### src/hw/dcd_pkg.sv
// shared constants and types
package dcd_pkg;
    localparam int CW            = 32;
    // controller command word fields
    localparam int FN_LO         = 0;
    localparam int IRQ_ALLOW_BIT = 6;
    localparam int IDLE_BIT      = 7;
    localparam int UNIT_LO       = 8;
    localparam int ATTN_LO       = 16;
    localparam int SSE_BLOCK_BIT = 22;
    localparam int SSE_CLR_BIT   = 23;
    localparam int DIAG_BIT      = 25;
    localparam int AUTO_SKIP_BIT = 27;
    localparam int WR_BLOCK_BIT  = 28;
    localparam int FORMAT_BIT    = 29;
    // device status word fields
    localparam int ST_TMO_BIT    = 0;
    localparam int ST_ERR_BIT    = 1;
    localparam int ST_PEND_BIT   = 2;
    // drive command word fields
    localparam int CART_MARK_BIT = 0;
    localparam int CART_GS_BIT   = 1;
    localparam int CART_DIR_BIT  = 2;
    localparam int CART_RST_BIT  = 3;
    localparam int CART_HEAD_BIT = 4;
    localparam int CART_DIFF_LO  = 7;
    localparam int CYL_ADDR_LO   = 0;
    localparam int CYL_FLAG_BIT  = 13;
    // word kinds on the command path
    localparam logic [1:0] KIND_CTRL = 2'h0;
    localparam logic [1:0] KIND_CART = 2'h1;
    localparam logic [1:0] KIND_CYL  = 2'h2;
    // host map and drive ops
    localparam logic [3:0] REG_CMD   = 4'h0;
    localparam logic [3:0] REG_DOP   = 4'h4;
    localparam logic [3:0] REG_STAT  = 4'h8;
    localparam logic [3:0] REG_DSTAT = 4'hc;
    localparam logic [1:0] OP_GET_STATUS = 2'h0;
    localparam logic [1:0] OP_CART_SEEK  = 2'h1;
    localparam logic [1:0] OP_CYL_SEEK   = 2'h2;
    localparam int DOP_DIR_BIT   = 4;
    localparam int DOP_HEAD_BIT  = 5;
    localparam int DOP_AMT_LO    = 16;
    // operation timeout
    localparam int CLK_MHZ       = 125;
    localparam int TIMEOUT_US    = 1000;
    localparam int TIMEOUT_CYC   = TIMEOUT_US * CLK_MHZ;
    typedef enum logic [3:0] {
        DCD_NOP, DCD_WR_CHECK, DCD_GET_STATUS, DCD_SEEK, DCD_RD_HEADER,
        DCD_WR_DATA, DCD_RD_DATA, DCD_RD_NOHDR, DCD_DIAG, DCD_FORMAT, DCD_BAD
    } dcd_func_e;
    typedef enum logic [1:0] {
        DCD_IDLE = 2'b00, DCD_RUN = 2'b01, DCD_DWORD = 2'b11, DCD_WSTAT = 2'b10
    } dcd_state_e;
endpackage

### src/hw/dcd_if.sv
// command path between the two ends
`timescale 1ns/100ps
`default_nettype none
interface dcd_if (
    input wire logic aclk,
    input wire logic aresetn
);
    logic        cmd_valid;
    logic        cmd_ready;
    logic [1:0]  cmd_kind;
    logic [31:0] cmd_word;
    logic        stat_valid;
    logic [31:0] stat_word;
    logic [31:0] ctrl_status;
    logic        slow_bus_interrupt;
    modport dev (
        input  cmd_valid, cmd_kind, cmd_word,
        output cmd_ready, stat_valid, stat_word, ctrl_status, slow_bus_interrupt
    );
    modport host (
        output cmd_valid, cmd_kind, cmd_word,
        input  cmd_ready, stat_valid, stat_word, ctrl_status, slow_bus_interrupt
    );
endinterface
`default_nettype wire

### src/hw/dcd_device.sv
// controller end: command word decode
// Operation
// three function bits select eight functions
// codes 000,001,010 are nop, check, status
// diagnostic bit with zero code: diagnostic
// format bit with zero code: format
// interrupt allowed only when allow bit set
// function starts only with idle flag clear
// two bits choose the drive unit
// attention bits clear matching status flags
// error block bit stops cylinder skip sectoring
// clear bit resets skip sector error flag
// auto skip sectoring unless block bit set
// write block stops writes and timeout
// processor sets marker in status request
// status bit asks cartridge drive for status
// reset bit clears drive errors first
// drive status word passed to processor
// cartridge seek: direction, count, head passed
// cylinder seek address passed to drive
// command word precedes every function
// interrupt on done, status change, error
`timescale 1ns/100ps
`default_nettype none
module dcd_device
    import dcd_pkg::*;
#(
    parameter int TIMEOUT_CYCLES = TIMEOUT_CYC
) (
    input  wire logic        aclk,
    input  wire logic        aresetn,
    dcd_if.dev               link,
    output logic [1:0]       unit_select,
    output dcd_func_e        func_code,
    output logic             func_start,
    output logic             write_block,
    output logic             auto_skip_enable,
    output logic             skip_sector_enable,
    input  wire logic        func_done,
    input  wire logic        func_error,
    input  wire logic [3:0]  attention_set,
    input  wire logic        sse_event,
    output logic             drive_word_valid,
    output logic [1:0]       drive_family,
    output logic [31:0]      drive_word,
    input  wire logic        drive_word_ready,
    input  wire logic        drive_stat_valid,
    input  wire logic [31:0] drive_stat_word
);
    import dcd_pkg::*;
    dcd_state_e  state, next_state;
    dcd_func_e   func, next_func;
    logic        start, next_start;
    logic [1:0]  unit, next_unit;
    logic        irq_allow, next_irq_allow;
    logic        wblock, next_wblock;
    logic        auto_blk, next_auto_blk;
    logic        sse_blk, next_sse_blk;
    logic [3:0]  attn, next_attn;
    logic        skip_sector_error_clear, next_skip_sector_error_clear;
    logic        pend, next_pend;
    logic        tmo, next_tmo;
    logic        err, next_err;
    logic [31:0] tcount, next_tcount;
    logic [1:0]  dfam, next_dfam;
    logic [31:0] dword, next_dword;
    logic        svalid, next_svalid;
    logic [31:0] sword, next_sword;
    logic        ctrl_take;
    logic        word_take;
    dcd_func_e   dec;

    // reserved combinations are refused
    function automatic dcd_func_e decode(input logic [31:0] w);
        logic [2:0] f;
        logic       d;
        logic       m;
        f = w[FN_LO +: 3];
        d = w[DIAG_BIT];
        m = w[FORMAT_BIT];
        if (f == 3'h0) begin
            if (d && !m) begin
                decode = DCD_DIAG;
            end else if (m && !d) begin
                decode = DCD_FORMAT;
            end else if (!d && !m) begin
                decode = DCD_NOP;
            end else begin
                decode = DCD_BAD;
            end
        end else if (d || m) begin
            decode = DCD_BAD;
        end else begin
            case (f)
                3'h1:    decode = DCD_WR_CHECK;
                3'h2:    decode = DCD_GET_STATUS;
                3'h3:    decode = DCD_SEEK;
                3'h4:    decode = DCD_RD_HEADER;
                3'h5:    decode = DCD_WR_DATA;
                3'h6:    decode = DCD_RD_DATA;
                default: decode = DCD_RD_NOHDR;
            endcase
        end
    endfunction

    assign dec       = decode(link.cmd_word);
    assign ctrl_take = link.cmd_valid && state == DCD_IDLE && link.cmd_kind == KIND_CTRL;
    assign word_take = link.cmd_valid && state == DCD_IDLE && link.cmd_kind != KIND_CTRL;

    assign link.cmd_ready = state == DCD_IDLE;
    assign link.stat_valid = svalid;
    assign link.stat_word  = sword;
    assign link.slow_bus_interrupt = irq_allow && pend;
    always_comb begin
        link.ctrl_status = 32'h0000_0000;
        link.ctrl_status[ST_TMO_BIT]  = tmo;
        link.ctrl_status[ST_ERR_BIT]  = err;
        link.ctrl_status[ST_PEND_BIT] = pend;
        link.ctrl_status[IDLE_BIT]    = state == DCD_IDLE;
        link.ctrl_status[UNIT_LO +: 2] = unit;
        link.ctrl_status[ATTN_LO +: 4] = attn;
        link.ctrl_status[SSE_CLR_BIT]  = skip_sector_error_clear;
    end

    assign unit_select        = unit;
    assign func_code          = func;
    assign func_start         = start;
    assign write_block        = wblock;
    assign auto_skip_enable   = !auto_blk;
    assign skip_sector_enable = !sse_blk;
    assign drive_word_valid   = state == DCD_DWORD;
    assign drive_family       = dfam;
    assign drive_word         = dword;

    // fields latched from each controller word
    always_comb begin
        next_func      = func;
        next_unit      = unit;
        next_irq_allow = irq_allow;
        next_wblock    = wblock;
        next_auto_blk  = auto_blk;
        next_sse_blk   = sse_blk;
        next_start     = 1'b0;
        if (ctrl_take) begin
            next_func      = dec;
            next_unit      = link.cmd_word[UNIT_LO +: 2];
            next_irq_allow = link.cmd_word[IRQ_ALLOW_BIT];
            next_wblock    = link.cmd_word[WR_BLOCK_BIT];
            next_auto_blk  = link.cmd_word[AUTO_SKIP_BIT];
            next_sse_blk   = link.cmd_word[SSE_BLOCK_BIT];
            next_start     = !link.cmd_word[IDLE_BIT] && dec != DCD_NOP
                             && dec != DCD_BAD;
        end
    end

    // sticky flags: a new event in the clearing cycle survives
    always_comb begin
        next_attn     = attn;
        next_skip_sector_error_clear = skip_sector_error_clear;
        next_pend     = pend;
        if (ctrl_take) begin
            next_attn     = attn & ~link.cmd_word[ATTN_LO +: 4];
            next_skip_sector_error_clear = skip_sector_error_clear && !link.cmd_word[SSE_CLR_BIT];
            next_pend     = 1'b0;
        end
        next_attn = next_attn | attention_set;
        if (sse_event) begin
            next_skip_sector_error_clear = 1'b1;
        end
        if (|attention_set) begin
            next_pend = 1'b1;
        end
        if (state == DCD_RUN && (func_done || func_error
            || (!wblock && tcount >= TIMEOUT_CYCLES - 1))) begin
            next_pend = 1'b1;
        end
    end

    // function, drive word and status sequencing
    always_comb begin
        next_state  = state;
        next_tmo    = tmo;
        next_err    = err;
        next_tcount = 32'h0000_0000;
        next_dfam   = dfam;
        next_dword  = dword;
        next_svalid = 1'b0;
        next_sword  = sword;
        case (state)
            DCD_IDLE: begin
                if (ctrl_take) begin
                    next_tmo = 1'b0;
                    next_err = 1'b0;
                    if (next_start) begin
                        next_state = DCD_RUN;
                    end
                end else if (word_take) begin
                    next_dfam  = link.cmd_kind;
                    next_dword = link.cmd_word;
                    next_state = DCD_DWORD;
                end
            end
            DCD_RUN: begin
                if (!wblock) begin
                    next_tcount = tcount + 32'h0000_0001;
                end
                if (func_done) begin
                    next_state = DCD_IDLE;
                end else if (func_error) begin
                    next_err   = 1'b1;
                    next_state = DCD_IDLE;
                end else if (!wblock && tcount >= TIMEOUT_CYCLES - 1) begin
                    next_tmo   = 1'b1;
                    next_state = DCD_IDLE;
                end
            end
            DCD_DWORD: begin
                if (drive_word_ready) begin
                    if (dfam == KIND_CART && dword[CART_GS_BIT]) begin
                        next_state = DCD_WSTAT;
                    end else begin
                        next_state = DCD_IDLE;
                    end
                end
            end
            default: begin
                if (drive_stat_valid) begin
                    next_sword  = drive_stat_word;
                    next_svalid = 1'b1;
                    next_state  = DCD_IDLE;
                end
            end
        endcase
    end

    always_ff @(posedge aclk) begin
        if (!aresetn) begin
            state <= DCD_IDLE; func <= DCD_NOP; start <= 1'b0; unit <= 2'h0;
            irq_allow <= 1'b0; wblock <= 1'b0; auto_blk <= 1'b0; sse_blk <= 1'b0;
            attn <= 4'h0; skip_sector_error_clear <= 1'b0; pend <= 1'b0; tmo <= 1'b0; err <= 1'b0;
            tcount <= 32'h0000_0000; dfam <= KIND_CART; dword <= 32'h0000_0000;
            svalid <= 1'b0; sword <= 32'h0000_0000;
        end else begin
            state <= next_state; func <= next_func; start <= next_start;
            unit <= next_unit; irq_allow <= next_irq_allow; wblock <= next_wblock;
            auto_blk <= next_auto_blk; sse_blk <= next_sse_blk; attn <= next_attn;
            skip_sector_error_clear <= next_skip_sector_error_clear; pend <= next_pend; tmo <= next_tmo;
            err <= next_err; tcount <= next_tcount; dfam <= next_dfam;
            dword <= next_dword; svalid <= next_svalid; sword <= next_sword;
        end
    end
endmodule
`default_nettype wire

### src/flat_wrapper.sv
// flat-port wrapper written by rule: the top's interface ports become plain ports
module dcd_device_flat import dcd_pkg::*;
#(
    parameter int TIMEOUT_CYCLES = TIMEOUT_CYC
)
  (aclk, aresetn, unit_select, func_code, func_start, write_block, auto_skip_enable, skip_sector_enable, func_done, func_error, attention_set, sse_event, drive_word_valid, drive_family, drive_word, drive_word_ready, drive_stat_valid, drive_stat_word, link_cmd_valid, link_cmd_kind, link_cmd_word, link_cmd_ready, link_stat_valid, link_stat_word, link_ctrl_status, link_slow_bus_interrupt);
  dcd_if link_i (.aclk(aclk), .aresetn(aresetn));
  input  wire logic aclk;
  input  wire logic aresetn;
  output logic [1:0] unit_select;
  output dcd_func_e func_code;
  output logic func_start;
  output logic write_block;
  output logic auto_skip_enable;
  output logic skip_sector_enable;
  input  wire logic func_done;
  input  wire logic func_error;
  input  wire logic [3:0] attention_set;
  input  wire logic sse_event;
  output logic drive_word_valid;
  output logic [1:0] drive_family;
  output logic [31:0] drive_word;
  input  wire logic drive_word_ready;
  input  wire logic drive_stat_valid;
  input  wire logic [31:0] drive_stat_word;
  input wire logic [$bits(link_i.cmd_valid)-1:0] link_cmd_valid;
  input wire logic [$bits(link_i.cmd_kind)-1:0] link_cmd_kind;
  input wire logic [$bits(link_i.cmd_word)-1:0] link_cmd_word;
  output wire logic [$bits(link_i.cmd_ready)-1:0] link_cmd_ready;
  output wire logic [$bits(link_i.stat_valid)-1:0] link_stat_valid;
  output wire logic [$bits(link_i.stat_word)-1:0] link_stat_word;
  output wire logic [$bits(link_i.ctrl_status)-1:0] link_ctrl_status;
  output wire logic [$bits(link_i.slow_bus_interrupt)-1:0] link_slow_bus_interrupt;
  assign link_i.cmd_valid = link_cmd_valid;
  assign link_i.cmd_kind = link_cmd_kind;
  assign link_i.cmd_word = link_cmd_word;
  assign link_cmd_ready = link_i.cmd_ready;
  assign link_stat_valid = link_i.stat_valid;
  assign link_stat_word = link_i.stat_word;
  assign link_ctrl_status = link_i.ctrl_status;
  assign link_slow_bus_interrupt = link_i.slow_bus_interrupt;
  dcd_device #(.TIMEOUT_CYCLES(TIMEOUT_CYCLES)) u_core (.aclk(aclk), .aresetn(aresetn), .link(link_i), .unit_select(unit_select), .func_code(func_code), .func_start(func_start), .write_block(write_block), .auto_skip_enable(auto_skip_enable), .skip_sector_enable(skip_sector_enable), .func_done(func_done), .func_error(func_error), .attention_set(attention_set), .sse_event(sse_event), .drive_word_valid(drive_word_valid), .drive_family(drive_family), .drive_word(drive_word), .drive_word_ready(drive_word_ready), .drive_stat_valid(drive_stat_valid), .drive_stat_word(drive_stat_word));
endmodule
### config.mk
export PLATFORM = sky130hd
export DESIGN_NAME = dcd_device_flat
export DESIGN_NICKNAME = d
export VERILOG_FILES = /design/src/hw/dcd_pkg.sv /design/src/hw/dcd_if.sv /design/src/hw/dcd_device.sv /design/src/flat_wrapper.sv
export SDC_FILE = /design/constraint.sdc
export NUM_CORES = 1
export LEC_CHECK = 0
export BUFFER_PORTS_ARGS = -buffer_cell sky130_fd_sc_hd__buf_2
export CAP_MARGIN = 20
export CORE_MARGIN = 8
export CORE_UTILIZATION = 35
export CTS_CLUSTER_DIAMETER = 50
export DETAILED_ROUTE_END_ITERATION = 12
export HOLD_SLACK_MARGIN = 0.05
export SYNTH_ARGS = -nofsm -noshare
export SYNTH_HDL_FRONTEND = slang
export SYNTH_SLANG_ARGS = --single-unit
### constraint.sdc
create_clock -name aclk -period 4 [get_ports aclk]
set_clock_uncertainty 0.15 [all_clocks]
set_input_delay 1 -clock aclk [delete_from_list [all_inputs] [get_ports aclk]]
set_output_delay 1 -clock aclk [all_outputs]
set_load 0.03 [all_outputs]
==> impl_metrics.json, run 1 <==
{
  "outcome": "complete, no violations",
  "start_util": 0.360,
  "worstSetupPathType": "reg2out",
  "hold_path.class": "reg2reg",
  "ys_warn_count": 0,
  "clock_latency_ns": 0.41,
  "postRouteAntennaNets": 0,
  "grt_start_max_net_pins": 46,
  "met3_usage": 0.0738,
  "clk_pin_slew_ns": 0.05,
  "crit_start": "u_core.state[0]",
  "setup_violations": 0,
  "firstDrtPassIters": 4,
  "arrival_ns": 1.54,
  "core_area_um2": 13900,
  "p_leak_nw": 2.80,
  "fmax_mhz": 372,
  "syn_inst": 611,
  "clockBufferDepth": 2,
  "cp-start-kind": "flop",
  "ys_seq_elements": 120,
  "hp-start": "u_core.link.stat_word[7]",
  "cts_inserted_buffers": 17,
  "reg2reg_from": "u_core.tcount[0]",
  "die_area_um2": 18400,
  "ys_types": 52,
  "critPathRequiredTime_ns": 2.85,
  "met1_usage": 0.174,
  "fillers": 1422,
  "vias": 4435,
  "layout-drive-gt1-share": 0.290,
  "clock_sinks": 120,
  "tightest_slew_ns": 0.838,
  "grt_pass1_wl_mm": 22.1,
  "drv_slew": 0,
  "grt_busiest_layer": "met2",
  "cts_tree": "built",
  "met2_usage": 0.237,
  "vdd_drop_max_mv": 0.343,
  "timing.final.crit_share": 0.672,
  "synth_top_area_cell": "dfxtp_1",
  "synth-seq-area-share": 0.479,
  "grt_pass1_vias": 4264,
  "fin_nets": 843,
  "reg2reg_slack_ns": 1.73,
  "grt_antenna_before_repair": 0,
  "drt-initial-drc-count": 211,
  "syn2layout_area_growth_pct": 28.8,
  "routed_via_density": 4.65,
  "cts_resized": 0,
  "port-buffer-count": 168,
  "synth_edf_count": 0,
  "end_kind": "primary output",
  "slew_headroom": 0.441,
  "num_rows": 43,
  "p_switching_mw": 1.13,
  "drc": 0,
  "p_seq_frac": 0.364,
  "power.internal_mw": 2.60,
  "ctsHoldBuffers": 0,
  "max-cap-violations": 0,
  "fin_crit_ns": 2.69,
  "p_comb_frac": 0.203,
  "htreeDepth": 4,
  "async_flop_share": 0,
  "hpwlAfterDp_mm": 10.1,
  "avgSynthCellArea_um2": 8.21,
  "io_pins": 190,
  "place_congestion": 0.753,
  "wl_per_cell_um": 14.8,
  "swShare": 0.303,
  "hold_violations": 0,
  "routed_wl_mm": 14.1,
  "rsz0062_at_grt": "false",
  "synth_area_um2": 5020,
  "p_clk_frac": 0.433,
  "multi_input_area_um2": 2270,
  "ys_top_cells_by_area": "dfxtp_1, nand2_1, a21oi_1",
  "regArea_um2": 2400,
  "root_buffer": "clkbuf_16",
  "grtUsageTotal": 0.152,
  "powerDensity_nw_per_um2": 576,
  "overflow": 0,
  "cts_setup_buffers": 0,
  "worstPathMaxFanout": 10,
  "synth_top_area_frac": 0.479,
  "die_w_um": 136,
  "synth-main-ff-cell": "dfxtp_1",
  "final_core_util": 0.464,
  "dieHeight_um": 136,
  "antenna-diode-count": 0,
  "tns_ns": 0
}
==> layer usage <==
metal  routed length (µm)  vias up
met5                    0        -
met4                  222        0
met3                 1140       15
met2                 6670      132
met1                 6030     2015
li1                     -     2273
==> cell usage after synthesis (2+ instances only) <==
cell type    n
o211ai_1     2
xnor2_1      9
buf_2        3
nor3_2       4
a21oi_1     85
ha_1         5
and2_1       2
nor2_1      45
or2_2        2
inv_1       12
and3_1       3
nor3_1       5
nor4_1       8
or3_1        2
dfxtp_1    120
a31oi_1      2
clkbuf_1    25
clkbuf_2     2
and4_1       2
o21ai_0      4
xor2_1      19
nand3_1     16
mux2i_1      2
nand4_4      3
buf_4       28
nor2_2       3
buf_1        2
nand4_1      8
nand2_1    165
==> cell type report <==
type / instances / share of cell area
clock buffer: 24 / 0.0746
clock inverter: 8 / 0.0221
inverter: 12 / 0.00697
multi-input combinational: 436 / 0.351
sequential: 120 / 0.372
tap: 180 / 0.0349
timing repair buffer: 173 / 0.139
==> cell usage in the layout, fill, tap and decap left out, drive strengths merged, types with 2 or more instances in the layout <==
master / netlist / routed
and4: 3 / 3
nor4: 9 / 9
xnor2: 9 / 9
nand2: 165 / 165
nand3: 16 / 16
xor2: 19 / 19
nand4: 12 / 12
o211ai: 3 / 3
dfxtp: 120 / 120
a21oi: 86 / 86
clkbuf: 28 / 24
nor3: 9 / 9
nor2: 48 / 48
conb: 1 / 21
o21ai: 4 / 4
and3: 4 / 4
buf: 35 / 173
or2: 2 / 2
inv: 12 / 12
bufinv: 0 / 4
clkinv: 0 / 3
or3: 2 / 2
a31oi: 2 / 2
and2: 3 / 3
ha: 5 / 5
mux2i: 2 / 2
==> stage by stage <==
| step | power, mW | setup slack, ns | cells | area, µm² | hold WS, ns |
|---|---|---|---|---|---|
| 2_1_floorplan | 1.93 | 1.80 | 631 | 5090 | 0.262 |
| 3_3_place_gp | 2.13 | 1.41 | 920 | 5820 | 0.284 |
| 3_5_place_dp | 2.14 | 1.38 | 920 | 5820 | 0.287 |
| 4_1_cts | 3.76 | 1.29 | 952 | 6450 | 0.300 |
| 5_1_grt | 3.89 | 1.25 | 953 | 6460 | 0.314 |
| 6_report | 3.72 | 1.31 | 953 | 6460 | 0.298 |
==> critical path, cell delays in order, from the launching register on <==
cell and delay (ns):
dfxtp_1 0.34, inv_1 0.09, ha_1 0.41, buf_2 0.28
==> cells by family (layout without fill, tap and decap cells) <==
logic type | after synthesis | in the layout | synth area share
and+or+nand+nor | 275 | 275 | 0.253
DFF | 120 | 120 | 0.479
AOI/OAI and AO/OA | 104 | 104 | 0.115
buffers and inverters | 75 | 217 | 0.0850
xor gates and xnor gates | 28 | 28 | 0.0489
adders and majority gates | 6 | 6 | 0.0145
muxes | 2 | 2 | 0.00399
other | 1 | 21 | 0.000747
==> power by group through the flow <==
stage          Sequential [mW]  Clock, mW  Combinational [mW]
5_1_grt                   1.37       1.70               0.825
3_3_place_gp              1.37          0               0.759
2_1_floorplan             1.55          0               0.373
3_5_place_dp              1.38          0               0.760
4_1_cts                   1.36       1.64               0.762
6_report                  1.35       1.61               0.758
==> final timing paths <==
check                             endpoint  depth (start not counted)
setup reg to reg           u_core.state[1]                          7
hold / removal    u_core.link.stat_word[7]                          2
setup / recovery            link_cmd_ready                          3
hold reg to reg   u_core.link.stat_word[7]                          2
==> sequential cells by signal, summed over array words and instances, names as in the netlist <==
signal                          count
u_core.write_block                  1
u_core.tmo                          1
u_core.drive_word                  32
u_core.sse_blk                      1
u_core.auto_blk                     1
u_core.attn                         4
u_core.drive_family                 2
u_core.pend                         1
u_core.unit_select                  2
u_core.link.stat_word              32
u_core.link.stat_valid              1
u_core.func_start                   1
u_core.skip_sector_error_clear      1
u_core.state                        2
u_core.tcount                      32
u_core.err                          1
u_core.irq_allow                    1
u_core.func_code                    4
No activity file was read; power rests on OpenSTA's default activity.
==> run 2: changes to the inputs <==
- clock period: 4 -> 2.7 ns (I/O delays scaled with it)
==> impl_metrics.json, run 2 (synthesized netlist as in run 1, its figures left out) <==
{
  "vdd_drop_max_mv": 0.446,
  "port-buffer-count": 168,
  "hold_path.class": "reg2reg",
  "syn2layout_area_growth_pct": 29.3,
  "wl_per_cell_um": 14.6,
  "slew_headroom": 0.651,
  "start_util": 0.360,
  "cts_resized": 0,
  "fmax_mhz": 425,
  "arrival_ns": 1.53,
  "timing.final.crit_share": 0.871,
  "root_buffer": "clkbuf_16",
  "fin_nets": 848,
  "final_cell_mix": "buf_2, nand2_1, dfxtp_1",
  "core_area_um2": 13900,
  "end_kind": "primary output",
  "clock_latency_ns": 0.41,
  "drv_slew": 0,
  "outcome": "complete, no violations",
  "reg2reg_from": "u_core.tcount[0]",
  "stdcell_count": 959,
  "routed_wl_mm": 14.0,
  "cts_tree": "built",
  "hold_slack_ns": 0.297,
  "max-cap-violations": 0,
  "worstPathMaxFanout": 10,
  "drt-initial-drc-count": 173,
  "regArea_um2": 2400,
  "die_area_um2": 18400,
  "fin_crit_ns": 2.35,
  "place_congestion": 0.765,
  "clk_pin_slew_ns": 0.05,
  "ctsHoldBuffers": 0,
  "hpwlAfterDp_mm": 10.3,
  "vias": 4422,
  "worstSetupPathType": "reg2out",
  "io_pins": 190,
  "p_leak_nw": 2.81,
  "clockBufferDepth": 2,
  "firstDrtPassIters": 5,
  "grt_pass1_wl_mm": 22.2,
  "grt_start_max_net_pins": 33,
  "drc": 0,
  "placed_cells": 926,
  "grt_pass1_vias": 4277,
  "htreeDepth": 4,
  "critPathRequiredTime_ns": 1.88,
  "final_common_cell": "buf_2",
  "grtUsageTotal": 0.152,
  "cts_inserted_buffers": 17,
  "die_w_um": 136,
  "rsz0062_at_grt": "false",
  "setup_violations": 0,
  "layout-drive-gt1-share": 0.298,
  "tightest_slew_ns": 0.519,
  "hp-start": "u_core.tcount[0]",
  "cp-start-kind": "flop",
  "crit_start": "u_core.state[0]",
  "hold_violations": 0,
  "tns_ns": 0,
  "cts_setup_buffers": 0,
  "fillers": 1405,
  "dieHeight_um": 136,
  "routed_via_density": 4.61,
  "num_rows": 43,
  "clock_sinks": 120,
  "grt_antenna_before_repair": 0,
  "postRouteAntennaNets": 0,
  "powerDensity_nw_per_um2": 841,
  "multi_input_area_um2": 2270,
  "overflow": 0
}
## run 2: changes by cell type in the layout (fill, tap and decap cells not counted), sizes merged
cell	previous run	this run
clkinv	3	4
diode	0	1
inv	12	13
buf	173	178
bufinv	4	3
clkbuf	24	21
clkinvlp	1	3
## run 2: worst max-delay path, stage by stage, from the launching register on
cell	delay [ns]
dfxtp_1	0.34
inv_1	0.09
ha_1	0.41
buf_2	0.28
## run 2: final timing paths
check | to | slack (ns) | cells after the start
max | link_cmd_ready | 0.35 | 3
min | u_core.tcount[0] | 0.30 | 1
max reg2reg | u_core.state[1] | 0.61 | 7
min reg2reg | u_core.tcount[0] | 0.30 | 1
## run 2: through the flow
| stage | setup slack, ns | util | instance area, µm² | total power, mW |
|---|---|---|---|---|
| 2_1_floorplan | 0.638 | - | 5090 | 2.86 |
| 3_3_place_gp | 0.499 | 0.421 | 5870 | 3.18 |
| 3_5_place_dp | 0.525 | 0.421 | 5870 | 3.18 |
| 4_1_cts | 0.325 | 0.465 | 6480 | 5.52 |
| 5_1_grt | 0.264 | 0.465 | 6480 | 5.70 |
| 6_report | 0.347 | 0.465 | 6480 | 5.46 |
## run 2: layer usage
layer,vias up,track usage,routed length (µm),part of all wire
li1,2288,-,-,-
met1,2001,0.170,5840,0.42
met2,119,0.242,6760,0.48
met3,14,0.0742,1260,0.090
met4,0,0.0580,172,0.012
met5,-,0,0,0
## run 2: layout make-up
class | instances | area share
diodes | 1 | 0.000386
clock buffers | 21 | 0.0725
clock inverters | 11 | 0.0224
inverters | 12 | 0.00695
multi-input cells | 436 | 0.349
flip-flops and latches | 120 | 0.370
well taps | 180 | 0.0347
repair buffers | 178 | 0.143
## run 2: report_power, final
part / internal, mW / leakage, nW / switching [mW] / total, mW
logic: 0.316 / 1.54 / 0.812 / 1.13
registers: 1.92 / 0.975 / 0.0784 / 2.00
clock network: 1.52 / 0.295 / 0.803 / 2.33
==> run 3: changes to the inputs <==
==> constraint.sdc (replaced) <==
create_clock -name aclk -period 2.7 [get_ports aclk]
set_clock_uncertainty 0.15 [all_clocks]
set_input_delay 0.27 -clock aclk [delete_from_list [all_inputs] [get_ports aclk]]
set_output_delay 0.27 -clock aclk [all_outputs]
set_load 0.03 [all_outputs]
==> impl_metrics.json, run 3 (synthesized netlist as in run 1, its figures left out) <==
{
  "stdcell_count": 1034,
  "r2r_end": "u_core.attn[3]",
  "routed_wl_mm": 15.2,
  "powerDensity_nw_per_um2": 753,
  "fin_crit_ns": 2.46,
  "p_leak_nw": 3.11,
  "drt-initial-drc-count": 302,
  "grt_pass1_vias": 4882,
  "hold_path.class": "in2reg",
  "routed_via_density": 4.67,
  "tns_ns": 0,
  "hpwlAfterDp_mm": 10.2,
  "fillers": 1324,
  "die_area_um2": 18400,
  "final_cell_mix": "buf_2, nand2_1, dfxtp_1",
  "postRouteAntennaNets": 0,
  "drv_slew": 0,
  "clockBufferDepth": 2,
  "dieHeight_um": 136,
  "cts_inserted_buffers": 17,
  "slew_headroom": 0.554,
  "grt_antenna_before_repair": 0,
  "critPathSlowestCell": "dlygate4sd3_1",
  "ff2ff_path_depth": 9,
  "cts_setup_buffers": 0,
  "max_stage_delay_ns": 0.56,
  "die_w_um": 136,
  "layout-drive-gt1-share": 0.268,
  "clock_sinks": 120,
  "worstSetupPathType": "reg2reg",
  "end_kind": "flop",
  "vias": 4825,
  "hp-start": "link_cmd_valid",
  "place_congestion": 0.755,
  "max-cap-violations": 0,
  "crit_chain": "inv_1, ha_2, nand2_1, nor3_4, buf_4, nand2_1, a21oi_1, dlygate4sd3_1, nor2_1",
  "placed_cells": 923,
  "core_area_um2": 13900,
  "htreeDepth": 4,
  "grtUsageTotal": 0.166,
  "final_common_cell": "buf_2",
  "critPathRequiredTime_ns": 2.84,
  "overflow": 0,
  "tightest_slew_ns": 0.669,
  "num_rows": 43,
  "setup_slack_ns": 0.239,
  "fmax_mhz": 406,
  "clk_pin_slew_ns": 0.05,
  "root_buffer": "clkbuf_16",
  "outcome": "complete, no violations",
  "cpMostUsedCell": "nand2_1",
  "syn2layout_area_growth_pct": 44.1,
  "post-place-ws_ns": 0.565,
  "cp_top_family": "buffers and inverters",
  "arrival_ns": 2.60,
  "hold_end": "u_core.drive_family[1]",
  "port-buffer-count": 168,
  "cp-start-kind": "flop",
  "io_pins": 190,
  "worstPathMaxFanout": 10,
  "hold_violations": 0,
  "clock_latency_ns": 0.41,
  "grt_start_max_net_pins": 81,
  "total_power_mw": 5.44,
  "setup_violations": 0,
  "wl_per_cell_um": 14.7,
  "grt_pass1_wl_mm": 24.5,
  "reg2reg_slack_ns": 0.24,
  "rsz0062_at_grt": "false",
  "cts_tree": "built",
  "firstDrtPassIters": 6,
  "timing.final.crit_share": 0.912,
  "antenna-diode-count": 0,
  "drc": 0,
  "vdd_drop_max_mv": 0.470,
  "worst-path-buf-inv": 3,
  "start_util": 0.360,
  "reg2reg_from": "u_core.state[0]",
  "whs_path_depth": 3,
  "fin_nets": 924
}
[run 3: changes by cell type in the layout (fill, tap and decap cells not counted)]
cell	change
buf_4	-3
ha_2	+1
dlygate4sd3_1	+79
bufinv_16	-1
clkbuf_1	+1
nor3_2	-1
diode_2	-1
ha_1	-1
clkinv_4	+2
inv_6	-1
nor3_4	+1
clkbuf_8	-1
[run 3: tightest hold or removal path, stage by stage]
cell and delay [ns]:
buf_2 0.14, nand3_1 0.11, a21oi_1 0.06
[run 3: stage by stage]
step / util / instance area, µm² / hold slack, ns
2_1_floorplan: - / 5090 / 0.237
4_1_cts: 0.518 / 7220 / 0.0545
6_report: 0.519 / 7230 / 0.0694
5_1_grt: 0.519 / 7230 / 0.0723
3_5_place_dp: 0.419 / 5840 / 0.284
3_3_place_gp: 0.419 / 5840 / 0.277
[run 3: worst max path at each step]
stage                     start                        endpoint  slack, ns  cells after the start
5_1_grt         u_core.state[1]  u_core.skip_sector_error_clear       0.07                      9
3_3_place_gp   u_core.tcount[0]                 u_core.state[1]       0.65                      7
6_report        u_core.state[0]                  u_core.attn[3]       0.24                      9
3_5_place_dp   u_core.tcount[0]                 u_core.state[1]       0.57                      7
2_1_floorplan   u_core.state[0]            u_core.drive_word[1]       0.64                      9
4_1_cts         u_core.state[0]                  u_core.attn[3]       0.08                      9
[run 3: layer usage]
layer	routed length (µm)	GRT usage	vias to the layer above
li1	-	-	2435
met1	6180	0.187	2196
met2	7270	0.261	159
met3	1260	0.0746	35
met4	465	0.0833	0
met5	0	0	-
[run 3: layout make-up]
type                       instances  area (µm²)  share of cell area
tap                              180         225              0.0312
inverter                          12        45.0             0.00623
multi-input combinational        436        2270               0.315
timing repair buffer             254        1700               0.235
clock buffer                      21         460              0.0637
sequential                       120        2400               0.332
clock inverter                    11         124              0.0171
[run 3: where the power goes]
part | switching (mW) | internal, mW | leakage (nW) | total [mW]
clock | 0.807 | 1.40 | 0.279 | 2.21
sequential | 0.0808 | 1.92 | 0.975 | 2.01
combinational | 0.837 | 0.389 | 1.86 | 1.23
total | 1.72 | 3.72 | 3.11 | 5.44
[run 3: what timing repair did]
action                     in CTS  in global routing
resized for setup               0                  2
setup endpoints to repair       0                  2
hold endpoints to repair       82                  0
hold buffers                   79                  0
